===== src/logic/fpes_pkg.sv =====
package fpes_pkg;

	// ------------------------------------------------------------
	// Register map of the controller
	// ------------------------------------------------------------
	localparam logic [7:0] REG_CTRL = 8'h00;
	localparam logic [7:0] REG_ADDR = 8'h04;
	localparam logic [7:0] REG_WDATA = 8'h08;
	localparam logic [7:0] REG_STATUS = 8'h0c;
	localparam logic [7:0] REG_RDATA = 8'h10;
	localparam int CTRL_OP_LSB = 0;
	localparam int CTRL_BYTE_BIT = 8;
	localparam int ST_BUSY = 0;
	localparam int ST_TMO = 1;
	localparam int ST_RB = 2;
	localparam int ST_DONE = 3;
	localparam logic [2:0] CTRL_OP_RST = 3'h0;
	localparam logic [20:0] ADDR_RST = 21'h000000;
	localparam logic [15:0] WDATA_RST = 16'h0000;
	localparam logic [1:0] RESP_OKAY = 2'h0;
	localparam logic [1:0] RESP_SLVERR = 2'h2;

	// ------------------------------------------------------------
	// Operations that software may start
	// ------------------------------------------------------------
	typedef enum logic [2:0] {
		OP_READ = 3'h0,
		OP_PROGRAM = 3'h1,
		OP_CHIP_ERASE = 3'h2,
		OP_SECTOR_ERASE = 3'h3,
		OP_BLOCK_ERASE = 3'h4,
		OP_SUSPEND = 3'h5,
		OP_RESUME = 3'h6,
		OP_RESET = 3'h7
	} fpes_op_t;

	// ------------------------------------------------------------
	// Device command codes and unlock addresses
	// ------------------------------------------------------------
	localparam logic [7:0] CMD_UNLOCK1 = 8'haa;
	localparam logic [7:0] CMD_UNLOCK2 = 8'h55;
	localparam logic [7:0] CMD_PROGRAM = 8'ha0;
	localparam logic [7:0] CMD_ERASE_SETUP = 8'h80;
	localparam logic [7:0] CMD_CHIP_ERASE = 8'h10;
	localparam logic [7:0] CMD_SECTOR_ERASE = 8'h30;
	localparam logic [7:0] CMD_BLOCK_ERASE = 8'h50;
	localparam logic [7:0] CMD_SUSPEND = 8'hb0;
	localparam logic [7:0] CMD_RESUME = 8'h30;
	localparam logic [7:0] CMD_RESET = 8'hf0;
	localparam logic [19:0] UNLOCK_ADDR1 = 20'h00555;
	localparam logic [19:0] UNLOCK_ADDR2 = 20'h002aa;
	localparam logic [2:0] STEPS_PROGRAM = 3'h4;
	localparam logic [2:0] STEPS_ERASE = 3'h6;
	localparam logic [2:0] STEPS_SINGLE = 3'h1;
	localparam int DQ_POLL = 7;
	localparam int DQ_TIMEOUT = 5;

	// ------------------------------------------------------------
	// Timing
	// ------------------------------------------------------------
	localparam int CLK_NS = 20;
	localparam int T_SETUP_NS = 20;
	localparam int T_PULSE_NS = 70;
	localparam int T_HOLD_NS = 20;
	localparam int T_SUSPEND_US = 20;
	localparam int SETUP_CYC = (T_SETUP_NS + CLK_NS - 1) / CLK_NS;
	localparam int PULSE_CYC = (T_PULSE_NS + CLK_NS - 1) / CLK_NS;
	localparam int HOLD_CYC = (T_HOLD_NS + CLK_NS - 1) / CLK_NS;
	localparam int SUSPEND_CYC = (T_SUSPEND_US * 1000 + CLK_NS - 1) / CLK_NS;

endpackage


===== src/logic/fpes_bus_cycle.sv =====
`timescale 1ns/100ps
module fpes_bus_cycle #(
	parameter int SETUP_CYC = fpes_pkg::SETUP_CYC,
	parameter int PULSE_CYC = fpes_pkg::PULSE_CYC,
	parameter int HOLD_CYC = fpes_pkg::HOLD_CYC
) (
	// Clock and reset
	input wire logic i_clk,
	input wire logic i_reset_n,
	// Cycle request
	input wire logic i_start,
	input wire logic i_write,
	input wire logic i_byte_mode,
	input wire logic [19:0] i_addr,
	input wire logic i_addr_lsb,
	input wire logic [15:0] i_wdata,
	output logic o_done,
	output logic [15:0] o_rdata,
	// Flash pins
	output logic o_ce_n,
	output logic o_we_n,
	output logic o_oe_n,
	output logic [19:0] o_addr,
	output logic [15:0] o_dq,
	output logic [15:0] o_dq_oe_n,
	input wire logic [15:0] i_dq
);

	// ------------------------------------------------------------
	// Parameter check
	// ------------------------------------------------------------
	if (SETUP_CYC < 1 || PULSE_CYC < 1 || HOLD_CYC < 1
		|| SETUP_CYC > 256 || PULSE_CYC > 256 || HOLD_CYC > 256)
	begin : g_bad
		$error("Cycle timing counts out of range.");
	end

	typedef enum logic [1:0] {
		CY_IDLE = 2'b00,
		CY_SETUP = 2'b01,
		CY_PULSE = 2'b10,
		CY_HOLD = 2'b11
	} fpes_cy_t;

	fpes_cy_t state_r;
	logic [7:0] cnt_r;
	logic write_r;

	// ------------------------------------------------------------
	// Phase sequencer
	// ------------------------------------------------------------
	always_ff @(posedge i_clk or negedge i_reset_n)
	begin
		if (!i_reset_n)
		begin
			state_r <= CY_IDLE;
			cnt_r <= 8'h00;
			write_r <= 1'b0;
			o_done <= 1'b0;
			o_rdata <= 16'h0000;
			o_ce_n <= 1'b1;
			o_we_n <= 1'b1;
			o_oe_n <= 1'b1;
			o_addr <= 20'h00000;
			o_dq <= 16'h0000;
			o_dq_oe_n <= 16'hffff;
		end
		else
		begin
			o_done <= 1'b0;
			case (state_r)
				CY_IDLE:
				begin
					if (i_start)
					begin
						// Address and data settle before either strobe falls.
						write_r <= i_write;
						o_addr <= i_addr;
						o_ce_n <= 1'b0;
						o_dq <= i_byte_mode ? {i_addr_lsb, 7'h00, i_wdata[7:0]} : i_wdata;
						o_dq_oe_n <= i_byte_mode ? {1'b0, 7'h7f, {8{~i_write}}}
							: {16{~i_write}};
						cnt_r <= 8'(SETUP_CYC - 1);
						state_r <= CY_SETUP;
					end
				end
				CY_SETUP:
				begin
					if (cnt_r == 8'h00)
					begin
						o_we_n <= ~write_r;
						o_oe_n <= write_r;
						cnt_r <= 8'(PULSE_CYC - 1);
						state_r <= CY_PULSE;
					end
					else
					begin
						cnt_r <= cnt_r - 8'h01;
					end
				end
				CY_PULSE:
				begin
					if (cnt_r == 8'h00)
					begin
						// Write enable rises first so the data is taken there.
						o_we_n <= 1'b1;
						o_oe_n <= 1'b1;
						o_rdata <= i_dq;
						cnt_r <= 8'(HOLD_CYC - 1);
						state_r <= CY_HOLD;
					end
					else
					begin
						cnt_r <= cnt_r - 8'h01;
					end
				end
				CY_HOLD:
				begin
					if (cnt_r == 8'h00)
					begin
						o_ce_n <= 1'b1;
						o_dq_oe_n <= 16'hffff;
						o_done <= 1'b1;
						state_r <= CY_IDLE;
					end
					else
					begin
						cnt_r <= cnt_r - 8'h01;
					end
				end
				default:
				begin
					state_r <= CY_IDLE;
				end
			endcase
		end
	end

endmodule


===== src/logic/fpes_ctrl.sv =====
//
// Contract
// - Program is two unlocks, setup command, then address and data.
// - Timeout bit goes high on overrun; a reset command restores read mode.
// - Chip erase is two unlocks, setup, two unlocks, chip erase command.
// - Sector or block erase is six writes, last carries target and command.
// - Resume continues erase; repeats ignored; later suspend accepted again.
// - Polling must address the sector being programmed or erased.
// - Polling bit may flip early; confirm the data with a further read.
//
// Design decisions made here: the register addresses and register access over AXI4-Lite.
`timescale 1ns/100ps
module fpes_ctrl #(
	parameter int SUSPEND_WAIT_CYC = fpes_pkg::SUSPEND_CYC
) (
	// Clock and reset
	input wire logic I_CLK_SYS,
	input wire logic I_RESET_N,
	// AXI4-Lite write channels
	input wire logic [7:0] I_AXI_AWADDR,
	input wire logic I_AXI_AWVALID,
	output logic O_AXI_AWREADY,
	input wire logic [31:0] I_AXI_WDATA,
	input wire logic [3:0] I_AXI_WSTRB,
	input wire logic I_AXI_WVALID,
	output logic O_AXI_WREADY,
	output logic [1:0] O_AXI_BRESP,
	output logic O_AXI_BVALID,
	input wire logic I_AXI_BREADY,
	// AXI4-Lite read channels
	input wire logic [7:0] I_AXI_ARADDR,
	input wire logic I_AXI_ARVALID,
	output logic O_AXI_ARREADY,
	output logic [31:0] O_AXI_RDATA,
	output logic [1:0] O_AXI_RRESP,
	output logic O_AXI_RVALID,
	input wire logic I_AXI_RREADY,
	// Flash pins
	output logic O_FLASH_CE_N,
	output logic O_FLASH_WE_N,
	output logic O_FLASH_OE_N,
	output logic O_FLASH_BYTE_N,
	output logic [19:0] O_FLASH_ADDR,
	output logic [15:0] O_FLASH_DQ,
	output logic [15:0] O_FLASH_DQ_OE_N,
	input wire logic [15:0] I_FLASH_DQ,
	input wire logic I_FLASH_READY_BUSY_N
);

	if (SUSPEND_WAIT_CYC < 1 || SUSPEND_WAIT_CYC > 65535)
	begin : g_bad
		$error("Suspend wait count out of range.");
	end

	typedef enum logic [2:0] {
		ST_IDLE = 3'b000,
		ST_WR = 3'b001,
		ST_WR_WAIT = 3'b010,
		ST_RD = 3'b011,
		ST_RD_WAIT = 3'b100,
		ST_SUSP = 3'b101
	} fpes_st_t;

	fpes_st_t state_r;
	fpes_pkg::fpes_op_t op_r;
	logic [2:0] step_r;
	logic [2:0] nsteps_r;
	logic confirm_r;
	logic recheck_r;
	logic [15:0] susp_cnt_r;
	logic busy_r;
	logic done_r;
	logic tmo_r;
	logic rb_r;
	logic byte_mode_r;
	logic [20:0] addr_r;
	logic [15:0] wdata_r;
	logic [15:0] rdata_r;
	logic start_r;
	logic [2:0] start_op_r;
	logic cyc_start;
	logic cyc_write;
	logic cyc_done;
	logic [15:0] cyc_rdata;
	logic [19:0] cyc_addr;
	logic cyc_lsb;
	logic [15:0] cyc_wdata;
	logic [19:0] tgt_addr;
	logic tgt_lsb;
	logic poll_match;

	// ------------------------------------------------------------
	// AXI4-Lite slave
	// ------------------------------------------------------------
	logic aw_held_r;
	logic w_held_r;
	logic [7:0] aw_addr_r;
	logic [31:0] w_data_r;
	logic [3:0] w_strb_r;
	logic aw_fire;
	logic w_fire;
	logic ar_fire;
	logic wr_do;
	logic aw_held_nxt;
	logic w_held_nxt;
	logic bvalid_nxt;
	logic rvalid_nxt;
	logic [31:0] wmerged;
	logic [31:0] rd_word;
	logic rd_hit;

	assign aw_fire = I_AXI_AWVALID & O_AXI_AWREADY;
	assign w_fire = I_AXI_WVALID & O_AXI_WREADY;
	assign ar_fire = I_AXI_ARVALID & O_AXI_ARREADY;
	assign wr_do = aw_held_r & w_held_r & ~O_AXI_BVALID;
	assign aw_held_nxt = (aw_held_r | aw_fire) & ~wr_do;
	assign w_held_nxt = (w_held_r | w_fire) & ~wr_do;
	assign bvalid_nxt = wr_do | (O_AXI_BVALID & ~I_AXI_BREADY);
	assign rvalid_nxt = ar_fire | (O_AXI_RVALID & ~I_AXI_RREADY);

	always_comb
	begin
		for (int i = 0; i < 4; i++)
		begin
			wmerged[i*8 +: 8] = w_strb_r[i] ? w_data_r[i*8 +: 8] : 8'h00;
		end
		rd_hit = 1'b1;
		case (I_AXI_ARADDR)
			fpes_pkg::REG_CTRL: rd_word = {23'h000000, byte_mode_r, 5'h00, op_r};
			fpes_pkg::REG_ADDR: rd_word = {11'h000, addr_r};
			fpes_pkg::REG_WDATA: rd_word = {16'h0000, wdata_r};
			fpes_pkg::REG_STATUS: rd_word = {28'h0000000, done_r, rb_r, tmo_r, busy_r};
			fpes_pkg::REG_RDATA: rd_word = {16'h0000, rdata_r};
			default:
			begin
				rd_word = 32'h00000000;
				rd_hit = 1'b0;
			end
		endcase
	end

	always_ff @(posedge I_CLK_SYS or negedge I_RESET_N)
	begin
		if (!I_RESET_N)
		begin
			aw_held_r <= 1'b0;
			w_held_r <= 1'b0;
			aw_addr_r <= 8'h00;
			w_data_r <= 32'h00000000;
			w_strb_r <= 4'h0;
			O_AXI_AWREADY <= 1'b0;
			O_AXI_WREADY <= 1'b0;
			O_AXI_BVALID <= 1'b0;
			O_AXI_BRESP <= fpes_pkg::RESP_OKAY;
		end
		else
		begin
			aw_held_r <= aw_held_nxt;
			w_held_r <= w_held_nxt;
			if (aw_fire)
			begin
				aw_addr_r <= I_AXI_AWADDR;
			end
			if (w_fire)
			begin
				w_data_r <= I_AXI_WDATA;
				w_strb_r <= I_AXI_WSTRB;
			end
			O_AXI_AWREADY <= ~aw_held_nxt & ~bvalid_nxt;
			O_AXI_WREADY <= ~w_held_nxt & ~bvalid_nxt;
			O_AXI_BVALID <= bvalid_nxt;
			if (wr_do)
			begin
				case (aw_addr_r)
					fpes_pkg::REG_CTRL, fpes_pkg::REG_ADDR, fpes_pkg::REG_WDATA,
					fpes_pkg::REG_STATUS, fpes_pkg::REG_RDATA:
						O_AXI_BRESP <= fpes_pkg::RESP_OKAY;
					default: O_AXI_BRESP <= fpes_pkg::RESP_SLVERR;
				endcase
			end
		end
	end

	always_ff @(posedge I_CLK_SYS or negedge I_RESET_N)
	begin
		if (!I_RESET_N)
		begin
			O_AXI_ARREADY <= 1'b0;
			O_AXI_RVALID <= 1'b0;
			O_AXI_RDATA <= 32'h00000000;
			O_AXI_RRESP <= fpes_pkg::RESP_OKAY;
		end
		else
		begin
			O_AXI_ARREADY <= ~rvalid_nxt;
			O_AXI_RVALID <= rvalid_nxt;
			if (ar_fire)
			begin
				O_AXI_RDATA <= rd_word;
				O_AXI_RRESP <= rd_hit ? fpes_pkg::RESP_OKAY : fpes_pkg::RESP_SLVERR;
			end
		end
	end

	// ------------------------------------------------------------
	// Software registers
	// ------------------------------------------------------------
	always_ff @(posedge I_CLK_SYS or negedge I_RESET_N)
	begin
		if (!I_RESET_N)
		begin
			byte_mode_r <= 1'b0;
			O_FLASH_BYTE_N <= 1'b1;
			addr_r <= fpes_pkg::ADDR_RST;
			wdata_r <= fpes_pkg::WDATA_RST;
			start_r <= 1'b0;
			start_op_r <= fpes_pkg::CTRL_OP_RST;
			rb_r <= 1'b1;
		end
		else
		begin
			start_r <= 1'b0;
			rb_r <= I_FLASH_READY_BUSY_N;
			if (wr_do && !busy_r && !start_r)
			begin
				case (aw_addr_r)
					fpes_pkg::REG_CTRL:
					begin
						// The byte select pin picks 8-bit or 16-bit units.
						byte_mode_r <= wmerged[fpes_pkg::CTRL_BYTE_BIT];
						O_FLASH_BYTE_N <= ~wmerged[fpes_pkg::CTRL_BYTE_BIT];
						start_op_r <= wmerged[fpes_pkg::CTRL_OP_LSB +: 3];
						start_r <= 1'b1;
					end
					fpes_pkg::REG_ADDR: addr_r <= wmerged[20:0];
					fpes_pkg::REG_WDATA: wdata_r <= wmerged[15:0];
					default:
					begin
					end
				endcase
			end
		end
	end

	// ------------------------------------------------------------
	// Command step table
	// ------------------------------------------------------------
	assign tgt_addr = byte_mode_r ? addr_r[20:1] : addr_r[19:0];
	assign tgt_lsb = byte_mode_r & addr_r[0];

	always_comb
	begin
		cyc_addr = fpes_pkg::UNLOCK_ADDR1;
		cyc_lsb = 1'b0;
		cyc_wdata = {8'h00, fpes_pkg::CMD_UNLOCK1};
		if (nsteps_r == fpes_pkg::STEPS_SINGLE)
		begin
			// Suspend, resume and reset carry a don't-care address.
			case (op_r)
				fpes_pkg::OP_SUSPEND: cyc_wdata = {8'h00, fpes_pkg::CMD_SUSPEND};
				fpes_pkg::OP_RESUME: cyc_wdata = {8'h00, fpes_pkg::CMD_RESUME};
				default: cyc_wdata = {8'h00, fpes_pkg::CMD_RESET};
			endcase
		end
		else
		begin
			case (step_r)
				3'h1, 3'h4:
				begin
					cyc_addr = fpes_pkg::UNLOCK_ADDR2;
					cyc_lsb = byte_mode_r;
					cyc_wdata = {8'h00, fpes_pkg::CMD_UNLOCK2};
				end
				3'h2:
				begin
					cyc_wdata = (op_r == fpes_pkg::OP_PROGRAM) ? {8'h00, fpes_pkg::CMD_PROGRAM}
						: {8'h00, fpes_pkg::CMD_ERASE_SETUP};
				end
				3'h3:
				begin
					if (op_r == fpes_pkg::OP_PROGRAM)
					begin
						// Fourth write carries the target and its data.
						cyc_addr = tgt_addr;
						cyc_lsb = tgt_lsb;
						cyc_wdata = wdata_r;
					end
				end
				3'h5:
				begin
					// Sixth write carries the erase command.
					case (op_r)
						fpes_pkg::OP_SECTOR_ERASE:
						begin
							cyc_addr = tgt_addr;
							cyc_lsb = tgt_lsb;
							cyc_wdata = {8'h00, fpes_pkg::CMD_SECTOR_ERASE};
						end
						fpes_pkg::OP_BLOCK_ERASE:
						begin
							cyc_addr = tgt_addr;
							cyc_lsb = tgt_lsb;
							cyc_wdata = {8'h00, fpes_pkg::CMD_BLOCK_ERASE};
						end
						default: cyc_wdata = {8'h00, fpes_pkg::CMD_CHIP_ERASE};
					endcase
				end
				default:
				begin
				end
			endcase
		end
	end

	// Program expects true bit 7 back, erase expects a one.
	assign poll_match = (op_r == fpes_pkg::OP_PROGRAM)
		? (cyc_rdata[fpes_pkg::DQ_POLL] == wdata_r[fpes_pkg::DQ_POLL])
		: cyc_rdata[fpes_pkg::DQ_POLL];

	// ------------------------------------------------------------
	// Operation sequencer
	// ------------------------------------------------------------
	always_ff @(posedge I_CLK_SYS or negedge I_RESET_N)
	begin
		if (!I_RESET_N)
		begin
			state_r <= ST_IDLE;
			op_r <= fpes_pkg::OP_READ;
			step_r <= 3'h0;
			nsteps_r <= 3'h0;
			confirm_r <= 1'b0;
			recheck_r <= 1'b0;
			susp_cnt_r <= 16'h0000;
			busy_r <= 1'b0;
			done_r <= 1'b0;
			tmo_r <= 1'b0;
			rdata_r <= 16'h0000;
			cyc_start <= 1'b0;
			cyc_write <= 1'b0;
		end
		else
		begin
			cyc_start <= 1'b0;
			case (state_r)
				ST_IDLE:
				begin
					if (start_r)
					begin
						op_r <= fpes_pkg::fpes_op_t'(start_op_r);
						busy_r <= 1'b1;
						done_r <= 1'b0;
						tmo_r <= 1'b0;
						step_r <= 3'h0;
						confirm_r <= 1'b0;
						recheck_r <= 1'b0;
						case (fpes_pkg::fpes_op_t'(start_op_r))
							fpes_pkg::OP_READ:
							begin
								confirm_r <= 1'b1;
								state_r <= ST_RD;
							end
							fpes_pkg::OP_PROGRAM:
							begin
								nsteps_r <= fpes_pkg::STEPS_PROGRAM;
								state_r <= ST_WR;
							end
							fpes_pkg::OP_CHIP_ERASE, fpes_pkg::OP_SECTOR_ERASE,
							fpes_pkg::OP_BLOCK_ERASE:
							begin
								nsteps_r <= fpes_pkg::STEPS_ERASE;
								state_r <= ST_WR;
							end
							default:
							begin
								nsteps_r <= fpes_pkg::STEPS_SINGLE;
								state_r <= ST_WR;
							end
						endcase
					end
				end
				ST_WR:
				begin
					cyc_start <= 1'b1;
					cyc_write <= 1'b1;
					state_r <= ST_WR_WAIT;
				end
				ST_WR_WAIT:
				begin
					if (cyc_done)
					begin
						if (step_r != nsteps_r - 3'h1)
						begin
							step_r <= step_r + 3'h1;
							state_r <= ST_WR;
						end
						else if (nsteps_r != fpes_pkg::STEPS_SINGLE)
						begin
							// The device runs the algorithm alone; the host only polls.
							state_r <= ST_RD;
						end
						else if (op_r == fpes_pkg::OP_SUSPEND)
						begin
							susp_cnt_r <= 16'(SUSPEND_WAIT_CYC - 1);
							state_r <= ST_SUSP;
						end
						else
						begin
							busy_r <= 1'b0;
							done_r <= 1'b1;
							state_r <= ST_IDLE;
						end
					end
				end
				ST_SUSP:
				begin
					// Allow the erase to halt before reporting done.
					if (susp_cnt_r == 16'h0000)
					begin
						busy_r <= 1'b0;
						done_r <= 1'b1;
						state_r <= ST_IDLE;
					end
					else
					begin
						susp_cnt_r <= susp_cnt_r - 16'h0001;
					end
				end
				ST_RD:
				begin
					// Reads go to the target so polling stays in its sector.
					cyc_start <= 1'b1;
					cyc_write <= 1'b0;
					state_r <= ST_RD_WAIT;
				end
				ST_RD_WAIT:
				begin
					if (cyc_done)
					begin
						if (confirm_r)
						begin
							rdata_r <= cyc_rdata;
							busy_r <= 1'b0;
							done_r <= 1'b1;
							state_r <= ST_IDLE;
						end
						else if (poll_match)
						begin
							// Low bits may lag the polling bit, so read again.
							confirm_r <= 1'b1;
							state_r <= ST_RD;
						end
						else if (cyc_rdata[fpes_pkg::DQ_TIMEOUT] && recheck_r)
						begin
							// Failed operation: reset command back to read mode.
							tmo_r <= 1'b1;
							rdata_r <= cyc_rdata;
							op_r <= fpes_pkg::OP_RESET;
							nsteps_r <= fpes_pkg::STEPS_SINGLE;
							step_r <= 3'h0;
							state_r <= ST_WR;
						end
						else
						begin
							// Timeout may coincide with completion; poll once more.
							recheck_r <= cyc_rdata[fpes_pkg::DQ_TIMEOUT];
							state_r <= ST_RD;
						end
					end
				end
				default:
				begin
					state_r <= ST_IDLE;
				end
			endcase
		end
	end

	// ------------------------------------------------------------
	// Flash bus cycles
	// ------------------------------------------------------------
	fpes_bus_cycle u_cycle (
		.i_clk(I_CLK_SYS),
		.i_reset_n(I_RESET_N),
		.i_start(cyc_start),
		.i_write(cyc_write),
		.i_byte_mode(byte_mode_r),
		.i_addr(cyc_write ? cyc_addr : tgt_addr),
		.i_addr_lsb(cyc_write ? cyc_lsb : tgt_lsb),
		.i_wdata(cyc_wdata),
		.o_done(cyc_done),
		.o_rdata(cyc_rdata),
		.o_ce_n(O_FLASH_CE_N),
		.o_we_n(O_FLASH_WE_N),
		.o_oe_n(O_FLASH_OE_N),
		.o_addr(O_FLASH_ADDR),
		.o_dq(O_FLASH_DQ),
		.o_dq_oe_n(O_FLASH_DQ_OE_N),
		.i_dq(I_FLASH_DQ)
	);

endmodule


===== config.mk =====
export PLATFORM = sky130hd
export DESIGN_NAME = fpes_ctrl
export DESIGN_NICKNAME = d
export VERILOG_FILES = /design/src/logic/fpes_pkg.sv /design/src/logic/fpes_bus_cycle.sv /design/src/logic/fpes_ctrl.sv
export SDC_FILE = /design/constraint.sdc
export NUM_CORES = 1
export LEC_CHECK = 0
export BUFFER_PORTS_ARGS = -buffer_cell sky130_fd_sc_hd__buf_2
export CAP_MARGIN = 20
export CORE_MARGIN = 5
export CORE_UTILIZATION = 57
export CTS_CLUSTER_SIZE = 28
export DETAILED_ROUTE_END_ITERATION = 6
export HOLD_SLACK_MARGIN = 0.06
export PLACE_DENSITY = 0.78
export SLEW_MARGIN = 20
export SYNTH_ARGS = -nofsm -noshare
export SYNTH_HDL_FRONTEND = slang
export SYNTH_HIERARCHICAL = 1
export SYNTH_SLANG_ARGS = --single-unit

===== constraint.sdc =====
create_clock -name I_CLK_SYS -period 3.1 [get_ports I_CLK_SYS]
set_clock_uncertainty 0.15 [all_clocks]
set_input_delay 0.62 -clock I_CLK_SYS [delete_from_list [all_inputs] [get_ports I_CLK_SYS]]
set_output_delay 0.62 -clock I_CLK_SYS [all_outputs]
set_load 0.03 [all_outputs]

==> results of run 1 <==
[metrics by stage]
step	area [µm²]	util (%)	setup slack (ns)	hold slack (ns)
floorplan	11100	-	0.651	0.174
global placement	11900	61.8	0.573	0.301
detailed placement	11900	61.8	0.552	0.311
CTS	12700	66.0	0.539	0.158
global route	12700	66.0	0.417	0.176
finish	12700	66.1	0.513	0.178
[cells in the final DEF, fill, tap and decap left out, types with 14 or more instances in the layout]
master	synthesis	final
and2_1	15	15
mux2_2	104	104
a22o_1	18	18
inv_1	30	30
a22oi_1	14	14
nand2b_1	14	14
mux2i_1	28	28
nor3_1	17	17
nand2_1	110	110
buf_2	6	146
dfrtp_1	219	219
clkbuf_16	0	25
a21oi_1	26	26
ha_1	15	15
nor2_1	57	57
buf_4	26	18
a31oi_1	14	14
o21ai_0	86	86
nor2b_1	14	14
[path summary, 6_finish.rpt]
check,from,to,slack (ns),cells after the start
setup reg to reg,nsteps_r[0],step_r[2],0.51,6
setup / recovery,nsteps_r[0],step_r[2],0.51,6
min in group asynchronous,I_RESET_N,u_cycle/cnt_r[0],0.51,2
hold reg to reg,w_held_r,O_AXI_WREADY,0.32,1
max in group asynchronous,I_RESET_N,start_op_r[2],1.47,3
hold / removal,I_AXI_RREADY,O_AXI_RVALID,0.18,2
[cell type report]
type	instances	area, µm²	area share [%]
sequential	227	5690	44.7
multi-input combinational	686	4870	38.3
timing repair buffer	168	921	7.23
clock buffer	34	719	5.65
tap	265	332	2.60
inverter	30	113	0.885
clock inverter	6	80.1	0.629
antenna	2	5.00	0.0393
[metal layers]
layer | track usage [%] | share of wire, % | vias up
met1 | 34.4 | 46 | 3989
met5 | 0 | 0.027 | -
met2 | 34.1 | 44 | 326
met3 | 5.10 | 8.2 | 45
li1 | - | - | 3825
met4 | 5.17 | 2.1 | 2
[flip-flops by register name, summed over array words and instances (netlist names), 2 cells and up]
signal,cells
op_r,3
u_cycle/o_dq_oe_n,3
nsteps_r,3
u_cycle/o_dq,16
O_AXI_RDATA,21
addr_r,21
u_cycle/state_r,2
u_cycle/o_addr,20
step_r,3
susp_cnt_r,16
w_data_r,21
u_cycle/cnt_r,8
state_r,3
aw_addr_r,8
wdata_r,16
rdata_r,16
u_cycle/o_rdata,16
w_strb_r,3
start_op_r,3
[cell families (layout without fill, tap and decap cells)]
group | Yosys count | count (layout) | synth area share [%]
AOI/OAI and AO/OA | 223 | 223 | 13.4
xor gates and xnor gates | 6 | 6 | 0.612
adders and majority gates | 15 | 15 | 1.70
buffers and inverters | 109 | 238 | 4.80
DFF | 227 | 227 | 51.5
muxes | 144 | 144 | 15.0
other | 1 | 15 | 0.0339
and+or+nand+nor | 285 | 285 | 13.0
[power by group through the flow]
stage,combinational [mW],clock [mW],sequential [mW]
2_1_floorplan,2.56,0,4.48
3_3_place_gp,3.43,0,4.38
3_5_place_dp,3.54,0,4.43
4_1_cts,3.56,2.93,4.38
5_1_grt,3.89,3.06,4.49
6_report,3.56,2.88,4.38
==> results by group, run 1 <==
Synth
  • Synth warn: 6
  • Synth Register Bits: around 230
  • Distinct cells, synth: 81
  • Netlist Area Pre-Place: 11000 µm²
  • Most area-hungry cell type in the Yosys netlist: dfrtp_1
  • Synth area leaders: dfrtp_1 50%, mux2_2 11%, o21ai_0 3.9%
  • Register area share after synthesis: 51.5%
  • Synth Area per Inst: 10.9 µm²
  • Synth top area share: 49.6%
  • Commonest cells post-synth: 219 x dfrtp_1, 110 x nand2_1, 104 x mux2_2
  • EDFF count, synth: 0
  • Fraction of registers with async set/reset: 100%
  • Count leader, synth: dfrtp_1
  • Predominant post-synthesis flop cell: dfrtp_1
  • Gate Count Post-Synth: 1010

Pwr
  • P_int: 6.96 mW
  • Clk pwr share: 26.6%
  • Tot Pwr: 10.8 mW
  • Sw frac: 35.7%
  • Pwr Density: 850 nW/µm²
  • Sw power: 3.87 mW
  • Worst VDD drop: 0.498 mV
  • Logic pwr share: 32.9%
  • LEAKAGE: around 6 nW
  • Sequential share of power: 40.5%

STA
  • Normalized max-slew margin: around 31%
  • Setup TNS: 0 ns
  • Hold Violations, Final: 0
  • RSZ-0062 raised after global routing: false
  • Fin crit share: a little over four fifths
  • Least-Margin Pin Slew: a little over 1 ns
  • Final Max Tran Viols: 0
  • FMAX: 387 MHz
  • Number of setup violations in the final report: 0
  • Tmin final: 2.59 ns

Layout
  • Layout cells sized above 1: 30.3%
  • Layout fillers: 1516
  • Final Instance Count excl. Fillers: 1418
  • Layout area overhead: 15.2%
  • Final Net Count: 1228

Global routing
  • Largest net degree at the start of global routing: 79
  • First-pass GRT wire length: 41000 µm
  • Total track usage: 22.8%
  • Initial antenna violation count: 2
  • GR Overflow Total: 0
  • Number of global-route vias before repair: 7669

Die
  • Core Region: 19300 µm²
  • I/O pin total: between 150 and 200
  • Die boundary width: between 100 and 150 µm
  • Row Count: 51
  • Die Y: 149 µm
  • Die Area: between 20000 and 25000 µm²
  • Initial Utilization: 57.3%

Clock network
  • CTS-repair resized insts: 0
  • Reg clk slew, reported paths: 0.06 ns
  • Hold-fix buffers, CTS: 2
  • Sink Count: 227
  • Bufs on Longest Clock Path: 3
  • CTS tree: done
  • H-tree depth: 1
  • Worst skew pair latency: 0.52 ns
  • Total CTS buffers: 24
  • Root Driver: clkbuf_16
  • Setup Buffers After CTS: 0

Worst setup path
  • Critical path endpoint category: flip-flop
  • Worst Path Required: 3.35 ns
  • CP delay by family, top: simple AND/OR/NAND/NOR gates
  • Crit path cell chain: inv_1 > ha_1 > xor3_1 > or3_1 > a31oi_1 > mux2_2
  • Worst-path fanout max: 5
  • Highest-delay cell along the critical path: or3_1
  • Worst EP arrival: around 2.8 ns
  • WP buf/inv: 1
  • Max incr delay on CP: 0.45 ns
  • CP Class: reg2reg
  • Startpoint Class: flip-flop

Job
  • MaxCap Viol Count: 0

Drt
  • Post-DRT Antenna Nets: 0
  • Starting DRT DRC Count: 605
  • Via count: slightly above 8000
  • DR vias/cell: 5.77
  • Per-cell routed wire length: 18.1 µm
  • WL final: roughly 26000 µm
  • DRC Markers: 0
  • TritonRoute pass-1 iters: 5

Min path
  • Hold Path Class: in2reg

Outcome
  • Status: finished, final reports clean

Placement
  • Placed cell count: 1374
  • DP Wirelength: 18900 µm
  • PortBufs: about 150
  • RePlAce Congestion: between 0.9 and 1
Power figures use the tool's default switching activity.
==> inputs of run 2 (changes only) <==
--- a/config.mk
+++ b/config.mk
@@ -8,11 +8,11 @@
 export BUFFER_PORTS_ARGS = -buffer_cell sky130_fd_sc_hd__buf_2
 export CAP_MARGIN = 20
 export CORE_MARGIN = 5
-export CORE_UTILIZATION = 57
+export CORE_UTILIZATION = 52
 export CTS_CLUSTER_SIZE = 28
 export DETAILED_ROUTE_END_ITERATION = 6
 export HOLD_SLACK_MARGIN = 0.06
-export PLACE_DENSITY = 0.78
+export PLACE_DENSITY = 0.75
 export SLEW_MARGIN = 20
 export SYNTH_ARGS = -nofsm -noshare
 export SYNTH_HDL_FRONTEND = slang
==> constraint.sdc (replaced) <==
create_clock -name I_CLK_SYS -period 2.15 [get_ports I_CLK_SYS]
set_clock_uncertainty 0.15 [all_clocks]
set_input_delay 0.43 -clock I_CLK_SYS [delete_from_list [all_inputs] [get_ports I_CLK_SYS]]
set_output_delay 0.43 -clock I_CLK_SYS [all_outputs]
set_load 0.03 [all_outputs]
==> run 2 against run 1 <==
  * Largest power group is now combinational cells
  * Power increased by 55%
  * Clock power increased by 47%
  * Sequential share of layout area decreased by 4.9 points
  * The run now ends with negative setup slack left
  * Non-clock buffer count increased by 134
  * Die area increased by 9.0%
==> results by group, run 2 (same netlist as run 1, synthesis figures left out) <==
Layout
  • Commonest cells after routing, fill and taps aside: 216 x dfrtp_1, 146 x buf_2, 109 x nand2_1, 90 x buf_4, 88 x mux2_2 (was 219 x dfrtp_1, 146 x buf_2, 110 x nand2_1, 104 x mux2_2, 86 x o21ai_0)
  • Final Instance Count excl. Fillers: 1566 (was 1418)
  • Layout cells sized above 1: 36.9% (was 30.3%)
  • Layout area overhead: 29.5% (was 15.2%)
  • Post-route cell area: 14300 µm² (was 12700 µm²)
  • Final Net Count: 1363 (was 1228)
  • Post-layout util: 68.3% (was 66.1%)
  • Most common cell after layout, fill and taps aside: dfrtp_1 (unchanged)
  • Largest regs: O_AXI_RDATA: 21 flops, addr_r: 21 flops, w_data_r: 21 flops (unchanged)

Placement
  • DP Wirelength: 20300 µm (was 18900 µm)
  • Dpl ws: -0.190 ns (was 0.552 ns)
  • RePlAce Congestion: 0.963 (was 0.934)
  • Placed cell count: 1455 (was 1374)
  • PortBufs: 147 (unchanged)
  • Dpl cell area: 12600 µm² (was 11900 µm²)

Global routing
  • First-pass GRT wire length: 45900 µm (was 41000 µm)
  • Total track usage: 23.3% (was 22.8%)
  • GR Overflow Total: 0 (unchanged)
  • Largest net degree at the start of global routing: 77 (was 79)
  • Initial antenna violation count: 2 (unchanged)
  • Number of global-route vias before repair: 8581 (was 7669)

Die
  • Core Region: 21000 µm² (was 19300 µm²)
  • Die Area: 24300 µm² (was 22300 µm²)
  • Die Y: 156 µm (was 149 µm)
  • Row Count: 53 (was 51)
  • I/O pin total: 173 (unchanged)
  • Die boundary width: 156 µm (was 149 µm)
  • Initial Utilization: 52.7% (was 57.3%)

STA
  • Number of setup violations in the final report: 11 (was 0)
  • Final Max Tran Viols: 0 (unchanged)
  • Least-Margin Pin Slew: 0.649 ns (was 1.03 ns)
  • Hold Violations, Final: 0 (unchanged)
  • Fin crit share: 105% (was 83.5%)
  • Min Hold Slack: 0.113 ns (was 0.178 ns)
  • FMAX: 444 MHz (was 387 MHz)
  • RSZ-0062 raised after global routing: true (was false)
  • Crit path setup slack, layout: -0.104 ns (was 0.513 ns)
  • Tmin final: 2.25 ns (was 2.59 ns)
  • Setup TNS: -0.521 ns (was 0 ns)
  • Normalized max-slew margin: 56.6% (was 31.2%)

Clock network
  • Total CTS buffers: 25 (was 24)
  • Sink Count: 227 (unchanged)
  • Reg clk slew, reported paths: 0.06 ns (about the same)
  • Bufs on Longest Clock Path: 3 (unchanged)
  • H-tree depth: 1 (unchanged)
  • Worst skew pair latency: 0.53 ns (was 0.52 ns)
  • Root Driver: clkbuf_16 (unchanged)
  • CTS tree: done (unchanged)

Pwr
  • Worst VDD drop: 0.860 mV (was 0.498 mV)
  • LEAKAGE: 6.82 nW (was 6.02 nW)
  • Pwr Density: 1170 nW/µm² (was 850 nW/µm²)
  • Tot Pwr: 16.7 mW (was 10.8 mW)

Drt
  • Via count: 8724 (was 8187)
  • Starting DRT DRC Count: 581 (was 605)
  • Per-cell routed wire length: 18.5 µm (was 18.1 µm)
  • Post-DRT Antenna Nets: 0 (unchanged)
  • DR vias/cell: 5.57 (was 5.77)
  • WL final: 28900 µm (was 25600 µm)
  • TritonRoute pass-1 iters: 7 (was 5)
  • DRC Markers: 0 (unchanged)

Min path
  • Hold Path Class: in2reg (unchanged)
  • Hold-critical path depth: 3 (was 2)
  • Hold Crit Endpoint: O_AXI_RRESP[1] (was O_AXI_RVALID)
  • Hold_sp: I_AXI_ARVALID (was I_AXI_RREADY)

Worst setup path
  • Worst EP arrival: 2.52 ns (was 2.84 ns)
  • R2R Path Start: susp_cnt_r[1] (was nsteps_r[0])
  • Critical path endpoint category: flip-flop (unchanged)
  • Crit path cell chain: or4_4 > or4_4 > o311a_1 > a221o_1 (was inv_1 > ha_1 > xor3_1 > or3_1 > a31oi_1 > mux2_2)
  • Worst-path fanout max: 5 (unchanged)
  • Worst Path Required: 2.41 ns (was 3.35 ns)
  • CP Class: reg2reg (unchanged)
  • Most used cell, CP: or4_4
  • CP delay by family, top: simple AND/OR/NAND/NOR gates (unchanged)
  • Startpoint Class: flip-flop (unchanged)
  • Highest-delay cell along the critical path: or4_4 (was or3_1)
  • Reg2Reg Depth: 4 (was 6)
  • WP buf/inv: 0 (was 1)
  • R2r endpoint: susp_cnt_r[15] (was step_r[2])
  • Flop2flop setup slack: -0.10 ns (was 0.51 ns)
  • CP startpoint: susp_cnt_r[1] (was nsteps_r[0])
  • Max incr delay on CP: 0.55 ns (was 0.45 ns)

Job
  • MaxCap Viol Count: 0 (unchanged)

Outcome
  • Status: finished, violations left (was finished, final reports clean)
  • Failing checks: negative setup slack
-- run 2: cell types whose count changed in the layout (fill, tap and decap cells not counted), sizes merged --
| cell | delta |
|---|---|
| clkinv | +3 |
| buf | +81 |
| dlygate4sd3 | +52 |
| inv | +2 |
-- run 2: worst max path at each step --
stage                           to  slack [ns]  cells past startpoint
floorplan           susp_cnt_r[15]        -0.1                      5
global placement    susp_cnt_r[11]       -0.10                      4
detailed placement  susp_cnt_r[12]       -0.19                      7
CTS                 susp_cnt_r[15]       -0.09                      4
global route        susp_cnt_r[15]       -0.16                      4
finish              susp_cnt_r[15]       -0.10                      4
-- run 2: metal layers --
metal	global-route usage, %	up-vias	part of all wire (%)
met3	3.13	48	6.9
li1	-	4111	-
met5	0	-	0
met4	5.17	0	2.1
met1	35.0	4269	45
met2	36.5	296	46
-- run 2: power by group --
group	switching (mW)	total, mW	internal, mW
clock network	1.74	4.24	2.50
registers	0.877	6.23	5.36
logic	3.40	6.27	2.87
total	6.01	16.7	10.7
-- run 2: worst min-delay path, stage by stage --
cell    delay, ns
buf_2        0.08
and2_1       0.13
o21a_1       0.11
-- run 2: area by class of cell --
type	instances	area, µm²
antenna	2	5.00
clock inverter	11	128
fill	1534	6650
sequential	227	5690
inverter	30	113
timing repair buffer	302	2170
clock buffer	33	686
tap	275	344
multi-input combinational	686	5160
-- run 2: repair_timing --
action,4_1_cts,5_1_grt
endpoints found under the setup margin,40,94
hold buffers,54,0
endpoints found under the hold margin,275,0
cloned,0,2
gates resized for setup,15,55
pin swaps,3,20
buffers inserted,1,8
==> inputs of run 3 (changes only) <==
--- a/config.mk
+++ b/config.mk
@@ -13,6 +13,7 @@
 export DETAILED_ROUTE_END_ITERATION = 6
 export HOLD_SLACK_MARGIN = 0.06
 export PLACE_DENSITY = 0.75
+export RECOVER_POWER = 50
 export SLEW_MARGIN = 20
 export SYNTH_ARGS = -nofsm -noshare
 export SYNTH_HDL_FRONTEND = slang
==> run 3 against run 2 <==
  * The flow still finishes with violations (negative setup slack)
  * Hold slack lost 0.00065 ns
  * Critical endpoint unchanged
  * Sequential power barely moved
  * Register-to-register slack about the same
  * First-iteration DRC count is 8.3% higher
  * Power barely moved
  * Highest routed layer unchanged
  * Final area is 0.15% lower
  * Routed wire length hardly changed
  * Clock power is essentially flat
  * Combinational power is essentially flat
  * Largest power group unchanged
==> results by group, run 3 (same netlist as run 1, synthesis figures left out) <==
Outcome
  • Status: finished, violations left (unchanged)
  • Failing checks: negative setup slack (unchanged)

Die
  • Core Region: 21000 µm² (unchanged)
  • Initial Utilization: 52.7% (unchanged)
  • Die boundary width: 156 µm (unchanged)
  • Die Area: 24300 µm² (unchanged)
  • Die Y: 156 µm (unchanged)
  • Row Count: 53 (unchanged)
  • I/O pin total: 173 (unchanged)

Worst setup path
  • CP Class: reg2reg (unchanged)
  • Crit path cell chain: or4_4 > or4_4 > o311a_1 > a221o_1 (unchanged)
  • Worst Path Required: 2.41 ns (about the same)
  • Max incr delay on CP: 0.53 ns (was 0.55 ns)
  • Startpoint Class: flip-flop (unchanged)
  • Worst EP arrival: 2.52 ns (about the same)
  • Highest-delay cell along the critical path: or4_4 (unchanged)
  • Worst-path fanout max: 5 (unchanged)
  • Critical path endpoint category: flip-flop (unchanged)
  • Most used cell, CP: or4_4 (unchanged)

Layout
  • Layout area overhead: 29.3% (was 29.5%)
  • Final Net Count: 1363 (unchanged)
  • Post-route cell area: 14300 µm² (about the same)
  • Most common cell after layout, fill and taps aside: dfrtp_1 (unchanged)
  • Commonest cells after routing, fill and taps aside: 216 x dfrtp_1, 144 x buf_2, 109 x nand2_1, 88 x mux2_2, 88 x buf_4 (was 216 x dfrtp_1, 146 x buf_2, 109 x nand2_1, 90 x buf_4, 88 x mux2_2)
  • Layout cells sized above 1: 36.5% (was 36.9%)
  • Register area: 5690 µm² (unchanged)
  • Layout fillers: 1541 (was 1534)
  • Largest regs: O_AXI_RDATA: 21 flops, addr_r: 21 flops, w_data_r: 21 flops (unchanged)
  • Area of the multi-input gates: 5160 µm² (unchanged)

STA
  • Fin crit share: 105% (about the same)
  • Crit path setup slack, layout: -0.107 ns (was -0.104 ns)
  • Setup TNS: -0.533 ns (was -0.521 ns)
  • Least-Margin Pin Slew: 1.36 ns (was 0.649 ns)
  • Hold Violations, Final: 0 (unchanged)
  • RSZ-0062 raised after global routing: true (unchanged)
  • FMAX: 443 MHz (was 444 MHz)
  • Number of setup violations in the final report: 11 (unchanged)
  • Tmin final: 2.26 ns (was 2.25 ns)
  • Normalized max-slew margin: 9.44% (was 56.6%)
  • Final Max Tran Viols: 0 (unchanged)

Placement
  • DP Wirelength: 20300 µm (unchanged)
  • RePlAce Congestion: 0.963 (unchanged)
  • PortBufs: 147 (unchanged)
  • Dpl cell area: 12600 µm² (unchanged)

Drt
  • Via count: 8714 (was 8724)
  • Per-cell routed wire length: 18.5 µm (about the same)
  • Starting DRT DRC Count: 629 (was 581)
  • DR vias/cell: 5.56 (was 5.57)
  • DRC Markers: 0 (unchanged)
  • TritonRoute pass-1 iters: 5 (was 7)
  • Post-DRT Antenna Nets: 0 (unchanged)
  • WL final: 28900 µm (about the same)

Clock network
  • Bufs on Longest Clock Path: 3 (unchanged)
  • Reg clk slew, reported paths: 0.06 ns (about the same)
  • Total CTS buffers: 25 (unchanged)
  • Root Driver: clkbuf_16 (unchanged)
  • Sink Count: 227 (unchanged)
  • Worst skew pair latency: 0.53 ns (about the same)
  • CTS tree: done (unchanged)
  • H-tree depth: 1 (unchanged)

Pwr
  • Pwr Density: 1170 nW/µm² (about the same)
  • Worst VDD drop: 0.860 mV (about the same)
  • LEAKAGE: 6.80 nW (was 6.82 nW)

Global routing
  • GR Overflow Total: 0 (unchanged)
  • Initial antenna violation count: 2 (unchanged)
  • Number of global-route vias before repair: 8581 (unchanged)
  • Largest net degree at the start of global routing: 77 (unchanged)
  • Total track usage: 23.3% (unchanged)
  • First-pass GRT wire length: 45900 µm (unchanged)

Job
  • MaxCap Viol Count: 0 (unchanged)

Min path
  • Hold Path Class: in2reg (unchanged)
==> run 3: cell types whose count changed in the layout (fill, tap and decap cells not counted) <==
cell,delta
buf_2,-2
clkbuf_1,+5
buf_8,-1
buf_4,-2
==> run 3: per-stage QoR <==
| step | total power [mW] | std cells | setup WS, ns | hold WS, ns | util (%) |
|---|---|---|---|---|---|
| 2_1_floorplan | 10.2 | 1022 | -0.0991 | -0.0156 | - |
| 3_3_place_gp | 11.9 | 1455 | -0.103 | 0.129 | 60.1 |
| 3_5_place_dp | 12.1 | 1455 | -0.190 | 0.129 | 60.1 |
| 4_1_cts | 16.5 | 1554 | -0.0882 | 0.103 | 66.9 |
| 5_1_grt | 17.6 | 1566 | -0.159 | 0.140 | 68.2 |
| 6_report | 16.7 | 1566 | -0.107 | 0.112 | 68.2 |
==> run 3: worst paths after layout <==
path	slack [ns]	cells past startpoint	end	from
max	-0.11	4	susp_cnt_r[15]	susp_cnt_r[0]
min	0.11	3	O_AXI_RRESP[1]	I_AXI_ARVALID
max reg2reg	-0.11	4	susp_cnt_r[15]	susp_cnt_r[0]
min reg2reg	0.33	1	u_cycle/o_we_n	u_cycle/write_r
max in group asynchronous	0.21	3	O_FLASH_BYTE_N	I_RESET_N
min in group asynchronous	0.59	2	u_cycle/cnt_r[6]	I_RESET_N
==> run 3: worst max-delay path, delay by kind of cell (launching register included) <==
kind | cells | cell delay (ns)
AOI/OAI and AO/OA | 2 | 0.57
DFF | 1 | 0.42
and+or+nand+nor | 2 | 1.00
==> run 3: what timing repair did <==
item,CTS,global route
resized for setup,15,55
setup endpoints to repair,40,94
pin swaps,3,20
setup buffers,1,8
hold buffers,54,0
hold endpoints to repair,275,0
cloned,0,2
==> run 3: final cells by class <==
type / instances / share of cell area [%]
timing repair buffer: 302 / 15.0
clock buffer: 33 / 4.80
antenna: 2 / 0.0350
multi-input combinational: 686 / 36.2
tap: 275 / 2.41
clock inverter: 11 / 0.894
sequential: 227 / 39.9
inverter: 30 / 0.789
==> run 3: power breakdown <==
part	internal (mW)	switching [mW]	leakage, nW	total, mW
Sequential	5.36	0.875	2.95	6.23
Clock	2.50	1.74	0.406	4.24
Combinational	2.86	3.40	3.44	6.26
==> run 3: layer usage <==
metal / GRT usage (%) / routed length (µm) / vias up
met5: 0 / 0 / -
met4: 5.17 / 587 / 0
met3: 3.13 / 1930 / 42
met2: 36.5 / 13400 / 297
met1: 35.0 / 13000 / 4268
li1: - / - / 4107
